`config.mk`:
```
export PLATFORM = sky130hd
export DESIGN_NAME = pcl_engine
export DESIGN_NICKNAME = d
export VERILOG_FILES = /design/src/rtl/pcl_pkg.sv /design/src/rtl/pcl_fifo.sv /design/src/rtl/pcl_engine.sv
export SDC_FILE = /design/constraint.sdc
export NUM_CORES = 1
export LEC_CHECK = 0
export ABC_AREA = 1
export BUFFER_PORTS_ARGS = -buffer_cell sky130_fd_sc_hd__buf_2
export CAP_MARGIN = 15
export CORE_MARGIN = 2
export CORE_UTILIZATION = 40
export CTS_CLUSTER_DIAMETER = 60
export DETAILED_ROUTE_END_ITERATION = 12
export PLACE_DENSITY_LB_ADDON = 0.1
export SYNTH_ARGS = -nofsm -noshare
export SYNTH_HDL_FRONTEND = slang
export SYNTH_SLANG_ARGS = --single-unit
```
`constraint.sdc`:
```
create_clock -name clock -period 12.8 [get_ports clock]
set_input_delay 1.28 -clock clock [delete_from_list [all_inputs] [get_ports clock]]
set_output_delay 1.28 -clock clock [all_outputs]
set_load 0.01 [all_outputs]
```
`src/rtl/pcl_pkg.sv`:
```
// Shared constants, register layout and check-sequence helpers.
// Assumes byte-wide registers on a simple address/strobe register port.
package pcl_pkg;
	localparam logic [7:0] ADDR_LAYOUT  = 8'h04;
	localparam logic [7:0] ADDR_CFG     = 8'h05;
	localparam logic [7:0] ADDR_RES_H   = 8'h13;
	localparam logic [7:0] ADDR_RES_M   = 8'h14;
	localparam logic [7:0] ADDR_RES_L   = 8'h15;
	localparam logic [7:0] ADDR_STATUS  = 8'h16;
	localparam logic [7:0] ADDR_TXLEN_H = 8'h7a;
	localparam logic [7:0] ADDR_TXLEN_L = 8'h7b;
	localparam logic [7:0] CFG_RESET    = 8'h1c;
	localparam logic [1:0] LAYOUT_RESET = 2'h0;

	localparam logic [1:0] WID_8        = 2'h0;
	localparam logic [1:0] WID_16       = 2'h1;
	localparam logic [1:0] WID_32       = 2'h2;
	localparam logic [1:0] LEN_MODE_2   = 2'h1;
	localparam logic [1:0] LAYOUT_GEN   = 2'h2;
	localparam int         LEN_HI_BITS  = 3;
	localparam int         LEN_W        = 8 + LEN_HI_BITS;

	localparam int         ST_ACC_ERR   = 0;
	localparam int         ST_RX_ERR    = 1;
	localparam int         ST_TX_BUSY   = 2;
	localparam int         ST_RX_BUSY   = 3;

	localparam logic [7:0]  POLY8       = 8'h07;
	localparam logic [15:0] POLY16      = 16'h1021;
	localparam logic [31:0] POLY32      = 32'h04c11db7;
	localparam logic [5:0]  CRC_MAX     = 6'h20;

	typedef struct packed {
		logic       seedOnes;
		logic       compOff;
		logic [1:0] checkWidthSelect;
		logic       rxCheckEn;
		logic       txAppendEn;
		logic [1:0] lenMode;
	} pcl_cfg_t;

	// Widths 8 and 32 fall back to 16 outside the general-purpose layout.
	function automatic logic [1:0] pcl_eff_width(input logic [1:0] w,
			input logic [1:0] layout);
		if (w == WID_16 || (layout == LAYOUT_GEN && w != 2'h3))
			return w;
		return WID_16;
	endfunction

	function automatic logic [5:0] pcl_bits(input logic [1:0] w);
		case (w)
			WID_8:   return 6'h08;
			WID_32:  return 6'h20;
			default: return 6'h10;
		endcase
	endfunction

	function automatic logic [31:0] pcl_poly(input logic [1:0] w);
		case (w)
			WID_8:   return {POLY8, 24'h0};
			WID_32:  return POLY32;
			default: return {POLY16, 16'h0};
		endcase
	endfunction

	// Check register is kept top-aligned, MSB first.
	function automatic logic [31:0] pcl_crc_byte(input logic [31:0] crc,
			input logic [7:0] d, input logic [31:0] poly);
		logic [31:0] c;
		c = crc ^ {d, 24'h0};
		for (int i = 0; i < 8; i++) begin
			c = c[31] ? ((c << 1) ^ poly) : (c << 1);
		end
		return c;
	endfunction
endpackage

```
`src/rtl/pcl_fifo.sv`:
```
// Synchronous FIFO with valid/ready on both sides.
// Assumes one clock; flags are registered.
`timescale 1ns/1ns
module pcl_fifo #(
	parameter int WIDTH = 8,
	parameter int DEPTH = 16
) (
	// Clock and reset.
	input  wire logic             clock,
	input  wire logic             rst,
	// Fill side.
	input  wire logic             inValid,
	input  wire logic [WIDTH-1:0] inData,
	output logic                  inReady,
	// Drain side.
	output logic                  outValid,
	output logic      [WIDTH-1:0] outData,
	input  wire logic             outReady
);
	localparam int AW = $clog2(DEPTH);
	logic [WIDTH-1:0] mem [DEPTH];
	logic [AW-1:0]    wrPtr_ff;
	logic [AW-1:0]    rdPtr_ff;
	logic [AW:0]      count_ff;
	logic [AW:0]      nxt_count;
	logic             push;
	logic             pop;

	assign push = inValid && inReady;
	assign pop = outValid && outReady;
	assign outData = mem[rdPtr_ff];

	always_comb begin
		nxt_count = count_ff;
		if (push && !pop)
			nxt_count = count_ff + 1'b1;
		else if (pop && !push)
			nxt_count = count_ff - 1'b1;
	end

	always_ff @(posedge clock) begin
		if (push)
			mem[wrPtr_ff] <= inData;
	end

	always_ff @(posedge clock or posedge rst) begin
		if (rst) begin
			wrPtr_ff <= '0;
			rdPtr_ff <= '0;
			count_ff <= '0;
			inReady  <= 1'b0;
			outValid <= 1'b0;
		end else begin
			if (push)
				wrPtr_ff <= (wrPtr_ff == AW'(DEPTH - 1)) ? '0 : wrPtr_ff + 1'b1;
			if (pop)
				rdPtr_ff <= (rdPtr_ff == AW'(DEPTH - 1)) ? '0 : rdPtr_ff + 1'b1;
			count_ff <= nxt_count;
			inReady  <= nxt_count != (AW + 1)'(DEPTH);
			outValid <= nxt_count != '0;
		end
	end
endmodule

```
`src/rtl/pcl_engine.sv`:
```
// Packet check-sequence and length engine with its configuration registers.
// Assumes host and modem byte streams are logic on the same clock.
//
// Function
// - The check register starts at all zeros or all ones per the seed bit.
// - The final check value is complemented unless complement-off is set.
// - The width field picks 8, 16 or 32 bits; 8/32 only in general layout.
// - With receive check on, received data is checked into result regs.
// - With transmit append on, the check value follows the packet data.
// - Length mode 00 is a one-byte field, 01 adds three upper length bits.
// - Transmit length comes from the length registers; done when all sent.
// - Receive length comes from received data; done when all received.
// - The configuration register resets to 0x1C.
// - Layout value 10 is the general-purpose layout allowing 8/32 widths.
`timescale 1ns/1ns
module pcl_engine #(
	parameter int FIFO_DEPTH = 16
) (
	// Clock and reset.
	input  wire logic       clock,
	input  wire logic       rst,
	// Register port.
	input  wire logic [7:0] regAddr,
	input  wire logic       regWrEn,
	input  wire logic [7:0] regWrData,
	input  wire logic       regRdEn,
	output logic      [7:0] regRdData_ff,
	// Host transmit data.
	input  wire logic       txWrValid,
	input  wire logic [7:0] txWrData,
	input  wire logic       txWrLast,
	output logic            txWrReady,
	// Transmit control and modem stream.
	input  wire logic       txStart,
	output logic            txOutValid_ff,
	output logic      [7:0] txOutData_ff,
	input  wire logic       txOutReady,
	output logic            txDone_ff,
	// Receive control and modem stream.
	input  wire logic       rxStart,
	input  wire logic       rxInValid,
	input  wire logic [7:0] rxInData,
	output logic            rxOutValid_ff,
	output logic      [7:0] rxOutData_ff,
	output logic            rxDone_ff
);
	localparam int LW = pcl_pkg::LEN_W;

	typedef enum logic [1:0] {
		TX_IDLE  = 2'b00,
		TX_DATA  = 2'b01,
		TX_CHECK = 2'b10,
		TX_DONE  = 2'b11
	} pcl_tx_state_t;

	typedef enum logic [1:0] {
		RX_IDLE   = 2'b00,
		RX_LEN_HI = 2'b01,
		RX_LEN_LO = 2'b10,
		RX_BODY   = 2'b11
	} pcl_rx_state_t;

	pcl_pkg::pcl_cfg_t cfg_ff;
	pcl_tx_state_t     txState_ff;
	pcl_rx_state_t     rxState_ff;
	logic [1:0]        layout_ff;
	logic [LW-1:0]     txLen_ff;
	logic [23:0]       result_ff;
	logic              accErr_ff;
	logic              rxErr_ff;
	logic              accErrSet_ff;
	logic              rxErrSet_ff;

	logic [1:0]        effWidth;
	logic [5:0]        nBits;
	logic [2:0]        nBytes;
	logic [31:0]       poly;
	logic [31:0]       topMask;
	logic [31:0]       rightMask;
	logic [31:0]       seed;
	logic [31:0]       compMask;

	assign effWidth = pcl_pkg::pcl_eff_width(cfg_ff.checkWidthSelect,
		layout_ff);
	assign nBits = pcl_pkg::pcl_bits(effWidth);
	assign nBytes = nBits[5:3];
	assign poly = pcl_pkg::pcl_poly(effWidth);
	assign rightMask = {32{1'b1}} >> (pcl_pkg::CRC_MAX - nBits);
	assign topMask = ~({32{1'b1}} >> nBits);
	assign seed = cfg_ff.seedOnes ? topMask : '0;
	assign compMask = cfg_ff.compOff ? '0 : topMask;

	// Transmit FIFO between the host and the transmit engine.
	logic       fifoOutValid;
	logic [7:0] fifoOutData;
	logic       fifoOutReady;

	pcl_fifo #(
		.WIDTH (8),
		.DEPTH (FIFO_DEPTH)
	) txFifo (
		.clock    (clock),
		.rst      (rst),
		.inValid  (txWrValid),
		.inData   (txWrData),
		.inReady  (txWrReady),
		.outValid (fifoOutValid),
		.outData  (fifoOutData),
		.outReady (fifoOutReady)
	);

	// Register writes, reads and sticky status.
	logic [7:0] status;
	assign status = {4'h0, rxState_ff != RX_IDLE, txState_ff != TX_IDLE,
		rxErr_ff, accErr_ff};

	always_ff @(posedge clock or posedge rst) begin
		if (rst) begin
			cfg_ff    <= pcl_pkg::CFG_RESET;
			layout_ff <= pcl_pkg::LAYOUT_RESET;
			txLen_ff  <= '0;
		end else if (regWrEn) begin
			case (regAddr)
				pcl_pkg::ADDR_CFG:     cfg_ff <= regWrData;
				pcl_pkg::ADDR_LAYOUT:  layout_ff <= regWrData[1:0];
				pcl_pkg::ADDR_TXLEN_H:
					txLen_ff[LW-1:8] <= regWrData[pcl_pkg::LEN_HI_BITS-1:0];
				pcl_pkg::ADDR_TXLEN_L: txLen_ff[7:0] <= regWrData;
				default: ;
			endcase
		end
	end

	// A set arriving with a write-one-to-clear wins.
	always_ff @(posedge clock or posedge rst) begin
		if (rst) begin
			accErr_ff <= 1'b0;
			rxErr_ff  <= 1'b0;
		end else begin
			if (accErrSet_ff)
				accErr_ff <= 1'b1;
			else if (regWrEn && regAddr == pcl_pkg::ADDR_STATUS &&
					regWrData[pcl_pkg::ST_ACC_ERR])
				accErr_ff <= 1'b0;
			if (rxErrSet_ff)
				rxErr_ff <= 1'b1;
			else if (regWrEn && regAddr == pcl_pkg::ADDR_STATUS &&
					regWrData[pcl_pkg::ST_RX_ERR])
				rxErr_ff <= 1'b0;
		end
	end

	always_ff @(posedge clock or posedge rst) begin
		if (rst) begin
			regRdData_ff <= '0;
		end else if (regRdEn) begin
			case (regAddr)
				pcl_pkg::ADDR_CFG:     regRdData_ff <= cfg_ff;
				pcl_pkg::ADDR_LAYOUT:  regRdData_ff <= {6'h0, layout_ff};
				pcl_pkg::ADDR_TXLEN_H: regRdData_ff <= {5'h0, txLen_ff[LW-1:8]};
				pcl_pkg::ADDR_TXLEN_L: regRdData_ff <= txLen_ff[7:0];
				pcl_pkg::ADDR_RES_H:   regRdData_ff <= result_ff[23:16];
				pcl_pkg::ADDR_RES_M:   regRdData_ff <= result_ff[15:8];
				pcl_pkg::ADDR_RES_L:   regRdData_ff <= result_ff[7:0];
				pcl_pkg::ADDR_STATUS:  regRdData_ff <= status;
				default:               regRdData_ff <= '0;
			endcase
		end
	end

	// Host write portions, watched for a too-short final portion.
	logic [LW:0] wrTotal_ff;
	logic [LW:0] portion_ff;
	logic        laterPortion_ff;
	logic        wrTake;
	assign wrTake = txWrValid && txWrReady;

	always_ff @(posedge clock or posedge rst) begin
		if (rst) begin
			wrTotal_ff      <= '0;
			portion_ff      <= '0;
			laterPortion_ff <= 1'b0;
			accErrSet_ff    <= 1'b0;
		end else begin
			accErrSet_ff <= 1'b0;
			if (wrTake && txWrLast) begin
				portion_ff <= '0;
				if (wrTotal_ff + 1'b1 >= {1'b0, txLen_ff}) begin
					wrTotal_ff      <= '0;
					laterPortion_ff <= 1'b0;
					accErrSet_ff    <= !cfg_ff.txAppendEn && laterPortion_ff &&
						(portion_ff + 1'b1 <= (LW + 1)'(nBytes));
				end else begin
					wrTotal_ff      <= wrTotal_ff + 1'b1;
					laterPortion_ff <= 1'b1;
				end
			end else if (wrTake) begin
				wrTotal_ff <= wrTotal_ff + 1'b1;
				portion_ff <= portion_ff + 1'b1;
			end
		end
	end

	// Transmit engine.
	logic [LW-1:0] txRemain_ff;
	logic [31:0]   txCrc_ff;
	logic [2:0]    txIdx_ff;
	logic          txSlot;
	logic [31:0]   txChkWord;

	assign txSlot = !txOutValid_ff || txOutReady;
	assign fifoOutReady = txState_ff == TX_DATA && txSlot && txRemain_ff != '0;
	assign txChkWord = (txCrc_ff ^ compMask) << {txIdx_ff, 3'h0};

	always_ff @(posedge clock or posedge rst) begin
		if (rst) begin
			txState_ff    <= TX_IDLE;
			txRemain_ff   <= '0;
			txCrc_ff      <= '0;
			txIdx_ff      <= '0;
			txOutValid_ff <= 1'b0;
			txOutData_ff  <= '0;
			txDone_ff     <= 1'b0;
		end else begin
			txDone_ff <= 1'b0;
			if (txOutReady)
				txOutValid_ff <= 1'b0;
			case (txState_ff)
				TX_IDLE: if (txStart) begin
					txRemain_ff <= txLen_ff;
					txCrc_ff    <= seed;
					txIdx_ff    <= '0;
					if (txLen_ff != '0)
						txState_ff <= TX_DATA;
					else
						txState_ff <= cfg_ff.txAppendEn ? TX_CHECK : TX_DONE;
				end
				TX_DATA: if (fifoOutReady && fifoOutValid) begin
					txOutValid_ff <= 1'b1;
					txOutData_ff  <= fifoOutData;
					txCrc_ff      <= pcl_pkg::pcl_crc_byte(txCrc_ff, fifoOutData, poly);
					txRemain_ff   <= txRemain_ff - 1'b1;
					if (txRemain_ff == LW'(1))
						txState_ff <= cfg_ff.txAppendEn ? TX_CHECK : TX_DONE;
				end
				TX_CHECK: if (txSlot) begin
					txOutValid_ff <= 1'b1;
					txOutData_ff  <= txChkWord[31:24];
					txIdx_ff      <= txIdx_ff + 1'b1;
					if (txIdx_ff + 1'b1 == nBytes)
						txState_ff <= TX_DONE;
				end
				TX_DONE: if (txSlot) begin
					txDone_ff  <= 1'b1;
					txState_ff <= TX_IDLE;
				end
				default: txState_ff <= TX_IDLE;
			endcase
		end
	end

	// Receive engine.
	logic [LW-1:0] rxRemain_ff;
	logic [2:0]    rxLenHi_ff;
	logic [31:0]   rxCrc_ff;
	logic [31:0]   rxCheck_ff;
	logic [31:0]   rxFinal;
	logic [LW-1:0] rxLenNew;
	logic          rxIsCheck;

	assign rxFinal = (rxCrc_ff ^ compMask) >> (pcl_pkg::CRC_MAX - nBits);
	assign rxLenNew = (cfg_ff.lenMode == pcl_pkg::LEN_MODE_2) ?
		{rxLenHi_ff, rxInData} : {3'h0, rxInData};
	assign rxIsCheck = cfg_ff.rxCheckEn &&
		rxRemain_ff <= LW'(nBytes);

	always_ff @(posedge clock or posedge rst) begin
		if (rst) begin
			rxOutValid_ff <= 1'b0;
			rxOutData_ff  <= '0;
		end else begin
			rxOutValid_ff <= rxInValid && rxState_ff != RX_IDLE;
			rxOutData_ff  <= rxInData;
		end
	end

	always_ff @(posedge clock or posedge rst) begin
		if (rst) begin
			rxState_ff  <= RX_IDLE;
			rxRemain_ff <= '0;
			rxLenHi_ff  <= '0;
			rxCrc_ff    <= '0;
			rxCheck_ff  <= '0;
			rxDone_ff   <= 1'b0;
			rxErrSet_ff <= 1'b0;
			result_ff   <= '0;
		end else begin
			rxDone_ff   <= 1'b0;
			rxErrSet_ff <= 1'b0;
			case (rxState_ff)
				RX_IDLE: if (rxStart) begin
					rxCrc_ff   <= seed;
					rxCheck_ff <= '0;
					rxState_ff <= (cfg_ff.lenMode == pcl_pkg::LEN_MODE_2) ?
						RX_LEN_HI : RX_LEN_LO;
				end
				RX_LEN_HI: if (rxInValid) begin
					rxLenHi_ff <= rxInData[pcl_pkg::LEN_HI_BITS-1:0];
					rxCrc_ff   <= pcl_pkg::pcl_crc_byte(rxCrc_ff, rxInData, poly);
					rxState_ff <= RX_LEN_LO;
				end
				RX_LEN_LO: if (rxInValid) begin
					rxRemain_ff <= rxLenNew;
					rxCrc_ff    <= pcl_pkg::pcl_crc_byte(rxCrc_ff, rxInData, poly);
					if (rxLenNew != '0) begin
						rxState_ff <= RX_BODY;
					end else begin
						rxDone_ff  <= 1'b1;
						rxState_ff <= RX_IDLE;
					end
				end
				RX_BODY: if (rxInValid) begin
					rxRemain_ff <= rxRemain_ff - 1'b1;
					if (rxIsCheck)
						rxCheck_ff <= {rxCheck_ff[23:0], rxInData};
					else
						rxCrc_ff <= pcl_pkg::pcl_crc_byte(rxCrc_ff, rxInData, poly);
					if (rxRemain_ff == LW'(1)) begin
						rxDone_ff  <= 1'b1;
						rxState_ff <= RX_IDLE;
						if (cfg_ff.rxCheckEn) begin
							result_ff   <= rxFinal[23:0];
							rxErrSet_ff <= ({rxCheck_ff[23:0], rxInData} &
								rightMask) != rxFinal;
						end
					end
				end
				default: rxState_ff <= RX_IDLE;
			endcase
		end
	end
endmodule

```
# Word level (Yosys, flattened, before mapping)

Memories as Yosys holds them, arrays and structs flattened.
Cells that the tools add are included.

Logic and storage cells: 270
Memories: 1
Memory bits (writable): 128
Output and inout port bits: 29
Bits in registers: 237
Input bits: 42

Muxes and demuxes: 99
Bitwise operators: 22
Order comparisons: 3
Eq/ne operators: 40
Reductions and logical operators: 53
Add/sub/neg operators: 10
Shift operators: 4

Memory list:

| name       | depth | width | rd ports | clocked after memory_dff | wr ports | RTL line       | source |
|---|---|---|---|---|---|---|---|
| txFifo.mem | 16    | 8     | 1        | 0                        | 1        | pcl_fifo.sv:21 | `logic [WIDTH-1:0] mem [DEPTH];` |

Operators with widths:

| kind                                                                  | count |
|---|---|
| 32-bit 2-to-1 mux                                                     | 24 |
| 32-bit by 29-bit bitwise XOR with 32-bit output                       | 11 |
| 32-bit bitwise XOR                                                    | 9 |
| 32-bit one-hot mux with 3 select lines                                | 1 |
| 24-bit 2-to-1 mux                                                     | 3 |
| 32-bit one-hot mux with 2 select lines                                | 1 |
| 8-bit one-hot mux with 8 select lines                                 | 1 |
| 32-bit by 6-bit >> shifter with 32-bit output, first input constant   | 2 |
| 12-bit 2-to-1 mux                                                     | 5 |
| 29-bit one-hot mux with 2 select lines                                | 1 |
| 11-bit 2-to-1 mux                                                     | 5 |
| 24-bit one-hot mux with 2 select lines                                | 1 |
| 11-bit one-hot mux with 2 select lines                                | 2 |
| 11-bit nonzero test                                                   | 3 |
| 32-bit bitwise AND                                                    | 1 |
| 8-bit by 5-bit equality test with 1-bit output, second input constant | 4 |
| 2-bit 2-to-1 mux                                                      | 16 |
| 32-bit != test                                                        | 1 |
| 32-bit inverter                                                       | 1 |
| 32-bit by 6-bit left shift with 32-bit output                         | 1 |
| 32-bit by 6-bit >> shifter with 32-bit output                         | 1 |
| 12-bit by 1-bit adder with 12-bit output, second input constant       | 2 |
| 1-bit 2-to-1 mux                                                      | 24 |
| 2-bit != test, second input constant                                  | 12 |
| 39 further kinds                                                      | 99 |

# Depth between registers and ports, before layout

Word-level depth: 26
Mapped depth: 23
Gate-level depth less buffers: 22

# Modules after synthesis

A second synthesis with hierarchy kept.

Cells, all modules: 2763
Area, all modules: 21575.7 sq um

Modules (own cells, without submodules):

| module     | cells an instance | area an instance (sq um) | instances | seq. area each (sq um) |
|---|---|---|---|---|
| pcl_engine | 2203              | 15484.9                  | 1         | 5559.1 |
| pcl_fifo   | 560               | 6090.8                   | 1         | 4219.0 |

# Worst setup path before layout

No wires, ideal clock.

Kind: flip-flop to flip-flop
From: reg layout_ff[0]
To: reg rxCrc_ff[0]
Cell stages (with the launch flop): 17
Path slack: 9.524 ns
Path buffers: 5
Library setup time: 0.140 ns
Data required time: 12.660 ns
Data arrival time: 3.136 ns
Period minus slack after synthesis: 3.276 ns
Cells stage by stage: dfrtp_1 nor2_1 nand2_1 buf_4 nor2_4 buf_1 buf_2 buf_1 inv_1 ha_1 nand2_1 nor2_1 o211ai_1 nand2_1 a21oi_1 clkbuf_1 a22oi_1

Cells in the longest elaborated chain, start to end: 25
Elaborated cells on any way between the ends: 37
Those cells by class: order compare: 1; eq/ne: 3; shift: 1; mux: 18; bitwise: 9; reduce/logical: 5

RTL lines:

| element                                                         | RTL line                     | source |
|---|---|---|
| from (decl)                                                     | pcl_engine.sv:66             | `logic [1:0] layout_ff;` |
| from (signal assigned)                                          | pcl_engine.sv:120            | `layout_ff <= pcl_pkg::LAYOUT_RESET;` |
| from (signal assigned)                                          | pcl_engine.sv:125            | `pcl_pkg::ADDR_LAYOUT: layout_ff <= regWrData[1:0];` |
| 2-bit equality test *                                           | pcl_pkg.sv:45                | `if (w == WID_16 \|\| (layout == LAYOUT_GEN && w != 2'h3))` |
| 1-bit logical AND *                                             | pcl_pkg.sv:45                |  |
| 1-bit logical OR *                                              | pcl_pkg.sv:45                |  |
| 1-bit 2-to-1 mux *                                              | pcl_pkg.sv:45                |  |
| 2-bit 2-to-1 mux *                                              | pcl_pkg.sv:47                | `return WID_16;` |
| 2-bit equality test / 2-bit logical NOT (equally long branches) | pcl_pkg.sv:51, pcl_pkg.sv:59 |  |
| 29-bit one-hot mux with 2 select lines                          | pcl_pkg.sv:59                | `case (w)` |
| 32-bit by 29-bit bitwise XOR with 32-bit output                 | pcl_pkg.sv:72                | `c = c[31] ? ((c << 1) ^ poly) : (c << 1);` |
| (+8 left out)                                                   | --                           |  |
| 32-bit 2-to-1 mux                                               | pcl_pkg.sv:72                |  |
| 32-bit by 29-bit bitwise XOR with 32-bit output                 | pcl_pkg.sv:72                |  |
| 32-bit 2-to-1 mux                                               | pcl_pkg.sv:72                |  |
| 32-bit by 29-bit bitwise XOR with 32-bit output                 | pcl_pkg.sv:72                |  |
| 32-bit 2-to-1 mux (2 in a row)                                  | pcl_pkg.sv:72                |  |
| 32-bit 2-to-1 mux                                               | pcl_engine.sv:324            | `if (rxIsCheck)` |
| 32-bit 2-to-1 mux                                               | pcl_engine.sv:322            | `RX_BODY: if (rxInValid) begin` |
| 32-bit one-hot mux with 3 select lines                          | pcl_engine.sv:300            | `case (rxState_ff)` |
| to (signal assigned)                                            | pcl_engine.sv:309            | `rxCrc_ff <= pcl_pkg::pcl_crc_byte(rxCrc_ff, rxInData, poly);` |
| to (signal assigned)                                            | pcl_engine.sv:314            | `rxCrc_ff <= pcl_pkg::pcl_crc_byte(rxCrc_ff, rxInData, poly);` |
| to (signal assigned)                                            | pcl_engine.sv:327            | `rxCrc_ff <= pcl_pkg::pcl_crc_byte(rxCrc_ff, rxInData, poly);` |
| to (decl)                                                       | pcl_engine.sv:265            | `logic [31:0] rxCrc_ff;` |

Every way passes the cells marked *; elsewhere a longest branch is shown, timed or not. The select of a mux whose other input is x is not followed.
A chain may end at the register's enable or synchronous reset.

# Final worst setup path

From: reg txState_ff[1]
To: reg txCrc_ff[2]

Cells in the longest elaborated chain, start to end: 6
Elaborated cells on any way between the ends: 10
Those cells by class: eq/ne: 3; mux: 1; reduce/logical: 6

RTL lines:

| element                                                   | RTL line                             | source |
|---|---|---|
| from (decl)                                               | pcl_engine.sv:64                     | `pcl_tx_state_t txState_ff;` |
| from (signal assigned)                                    | pcl_engine.sv:236                    | `txState_ff <= cfg_ff.txAppendEn ? TX_CHECK : TX_DONE;` |
| from (signal assigned)                                    | pcl_engine.sv:244                    | `txState_ff <= cfg_ff.txAppendEn ? TX_CHECK : TX_DONE;` |
| 2-bit by 1-bit equality test with 1-bit output            | pcl_engine.sv:212, pcl_engine.sv:228 |  |
| 1-bit logical AND (2 in a row)                            | pcl_engine.sv:212                    | `assign fifoOutReady = txState_ff == TX_DATA && txSlot && txRemain_ff != '0;` |
| 1-bit logical AND                                         | pcl_engine.sv:238                    | `TX_DATA: if (fifoOutReady && fifoOutValid) begin` |
| 2-bit by 1-bit != test with 1-bit output (no source line) | --                                   |  |
| 3-bit AND reduction (no source line)                      | --                                   |  |
| to (signal assigned)                                      | pcl_engine.sv:241                    | `txCrc_ff <= pcl_pkg::pcl_crc_byte(txCrc_ff, fifoOutData, poly);` |
| to (decl)                                                 | pcl_engine.sv:206                    | `logic [31:0] txCrc_ff;` |

Several ways; a longest one is shown, not always the timed one.

==> results.sh <==
export IMPL_outcome="finished clean"
export IMPL_insertedDiodeCount=0
export IMPL_path_clk_slew_ns=0.06
export IMPL_top_layer_used="met5"
export IMPL_yosysSeqAreaShare_pct=46.0
export IMPL_fin_cells=3421
export IMPL_rsz0062_at_grt="no"
export IMPL_final_max_slew_viol_count=0
export IMPL_drc_errors=0
export IMPL_min_period_ns=4.23
export IMPL_num_vias=18200
export IMPL_first_pass_iters=6
export IMPL_fin_crit_sh_pct=33.1
export IMPL_ys_ff_latch=365
export IMPL_fp_dieW_um=234
export IMPL_tritoncts="built"
export IMPL_grt_antenna_before_repair=1
export IMPL_vdd_drop_max_uv=134
export IMPL_end_kind="flop"
export IMPL_crit_fanout=34
export IMPL_hold_class="reg2reg"
export IMPL_routed_via_density=5.33
export IMPL_cts_sinks=365
export IMPL_grt_max_degree=131
export IMPL_wl_met3_um=3530
export IMPL_synth_nets=2740
export IMPL_drtIter0Drc=1580
export IMPL_clock_latency_ns=0.61
export IMPL_syn_area_per_cell_um2=7.99
export IMPL_ctsResizeCount=0
export IMPL_initial_utilization_pct=40.4
export IMPL_postRouteAntennaNets=0
export IMPL_ios=71
export IMPL_row_count=84
export IMPL_postCtsSetupBuffers=0
export IMPL_arrival_ns=4.72
export IMPL_drive_gt1_share_pct=8.53
export IMPL_finalWirelength_um=66600
export IMPL_syn_inst=2658
export IMPL_hold_viol=0
export IMPL_routabilityCongestion=0.961
export IMPL_area_growth_pct=11.1
export IMPL_core_area_um2=52600
export IMPL_yosys_warnings=0
export IMPL_track_usage_pct=24.6
export IMPL_wl_per_cell_um=19.5
export IMPL_grt_pass1_wl_um=104000
export IMPL_numCtsBuffers=46
export IMPL_cts_max_path_buffers=3
export IMPL_die_area_um2=55000
export IMPL_max_slew_margin_pct=28.7
export IMPL_cts_hold_buf=0
export IMPL_worst_setup_path_start_kind="flop"
export IMPL_crit_type="reg2reg"
export IMPL_grt_pass1_vias=17300
export IMPL_netlist_area_um2=21200
export IMPL_required_ns=13.29
export IMPL_async_flop_share_pct=64.9
export IMPL_htree_levels=2
export IMPL_dp_cells=3336
export IMPL_fin_nets=2779
export IMPL_dp_hpwl_um=47200
export IMPL_met1_length_um=30200
export IMPL_port_buffers=70
export IMPL_p_leak_nw=10.7
export IMPL_overflow=0
export IMPL_cts_root_buffer="clkbuf_16"
export IMPL_chipHeight_um=234
export IMPL_worst_pin_slew_ns=1.07
export IMPL_synthFlopType="dfrtp_1"
export IMPL_synth_edff_count=128
export IMPL_fin_worst_skew_ns=0.0289
export IMPL_finalSetupTns_ns=0
export IMPL_setup_viol=0
export IMPL_yosysUniqueCellTypes=55
export IMPL_power_density_nw_per_um2=289
export IMPL_wl_met2_um=30900
export IMPL_maxCapViolations=0
export IMPL_max_freq_ghz=0.236
export IMPL_fillers=5311
per-layer routing:
| metal | vias to the layer above | track usage, % |
|---|---|---|
| met4 | 2 | 8.41 |
| met2 | 543 | 39.5 |
| met3 | 110 | 3.37 |
| li1 | 8853 | - |
| met5 | - | 0 |
| met1 | 8721 | 34.1 |
through the flow:
step / util (%) / hold slack [ns] / power [mW] / worst slack, ns / area [um2]
after detailed placement: 42.1 / 0.430 / 5.54 / 8.55 / 22100
after global placement: 42.1 / 0.429 / 5.50 / 8.56 / 22100
final: 44.9 / 0.439 / 6.81 / 8.57 / 23600
after CTS: 44.9 / 0.441 / 6.82 / 8.56 / 23600
after global routing: 44.9 / 0.470 / 7.38 / 8.22 / 23600
after floorplan: - / 0.417 / 4.47 / 5.02 / 21200
placed cells by master, fill, tap and decap left out, drive strengths merged, types with 23 or more instances in the layout:
master	count
xnor2	46
nand3	239
ha	40
nor2	182
nand2	636
buf	96
dfrtp	234
inv	340
clkinv	30
clkbuf	56
nor3	23
a22oi	30
o21ai	265
o22ai	32
edfxtp	128
a21oi	117
xor2	108
worst max-delay path: stages (launching register included):
cell and delay, ns:
dfrtp_1 0.40, inv_1 0.10, ha_1 0.17, clkinv_1 0.67, a211oi_1 0.60, nand2_1 0.32, nand2_1 0.17, nand2_1 0.06
buf_4 0.24, clkinv_1 0.07, buf_4 0.37, nand2_1 0.17, inv_1 0.47, nand3_1 0.15, o21ai_0 0.10, inv_1 0.05
path summary, 6_finish.rpt:
check | endpoint | slack, ns | start | cells after the start
max | txCrc_ff[2] | 8.57 | txState_ff[1] | 15
min in group asynchronous | wrTotal_ff[4] | 0.93 | rst | 2
max in group asynchronous | result_ff[9] | 10.38 | rst | 3
max reg2reg | txCrc_ff[2] | 8.57 | txState_ff[1] | 15
min reg2reg | accErr_ff | 0.44 | accErrSet_ff | 1
min | accErr_ff | 0.44 | accErrSet_ff | 1
synthesized netlist by cell type, types with 14 or more instances:
cell	instances	area, um2
a21oi_1	117	586
xnor2_1	41	359
nand4_1	19	119
nand2_1	610	2290
dfrtp_1	234	5860
o21ai_1	18	90.1
ha_1	40	500
o22ai_1	32	200
xor2_1	107	937
o211ai_1	19	143
o21ai_0	247	1240
nand2_2	21	131
inv_1	323	1210
nor2_1	178	668
nor3_1	23	115
a22oi_1	30	225
buf_2	22	110
inv_2	14	52.6
edfxtp_1	128	3840
clkbuf_1	57	214
nand3_1	231	1160
final cells by class:
type	instances	area, um2	share of cell area [%]
clock buffer	56	1220	5.16
clock inverter	28	229	0.970
inverter	346	1310	5.53
multi-input combinational	1842	9660	40.9
sequential	365	9780	41.4
tap	688	861	3.65
timing repair buffer	96	546	2.31
kinds of logic after synthesis:
logic type	Yosys count	synth area share, %
compound gates	513	13.5
xor+xnor	154	6.56
fa+ha+maj	40	2.36
buf+inv	451	8.52
flops	365	46.0
mux	1	0.0530
simple gates	1134	23.0
sequential cells by signal, indices dropped and copies added (netlist names), 12 cells and up:
| signal | cells |
|---|---|
| portion_ff | 12 |
| result_ff | 24 |
| rxCheck_ff | 24 |
| rxCrc_ff | 32 |
| txCrc_ff | 32 |
| txFifo.mem | 128 |
| wrTotal_ff | 12 |
power by group:
part	internal (mW)	leakage (nW)	total [mW]	switching, mW
sequential	1.50	4.11	1.73	0.232
combinational	1.19	5.88	3.83	2.64
clock	0.705	0.703	1.25	0.548
Power figures use the tool's default switching activity.
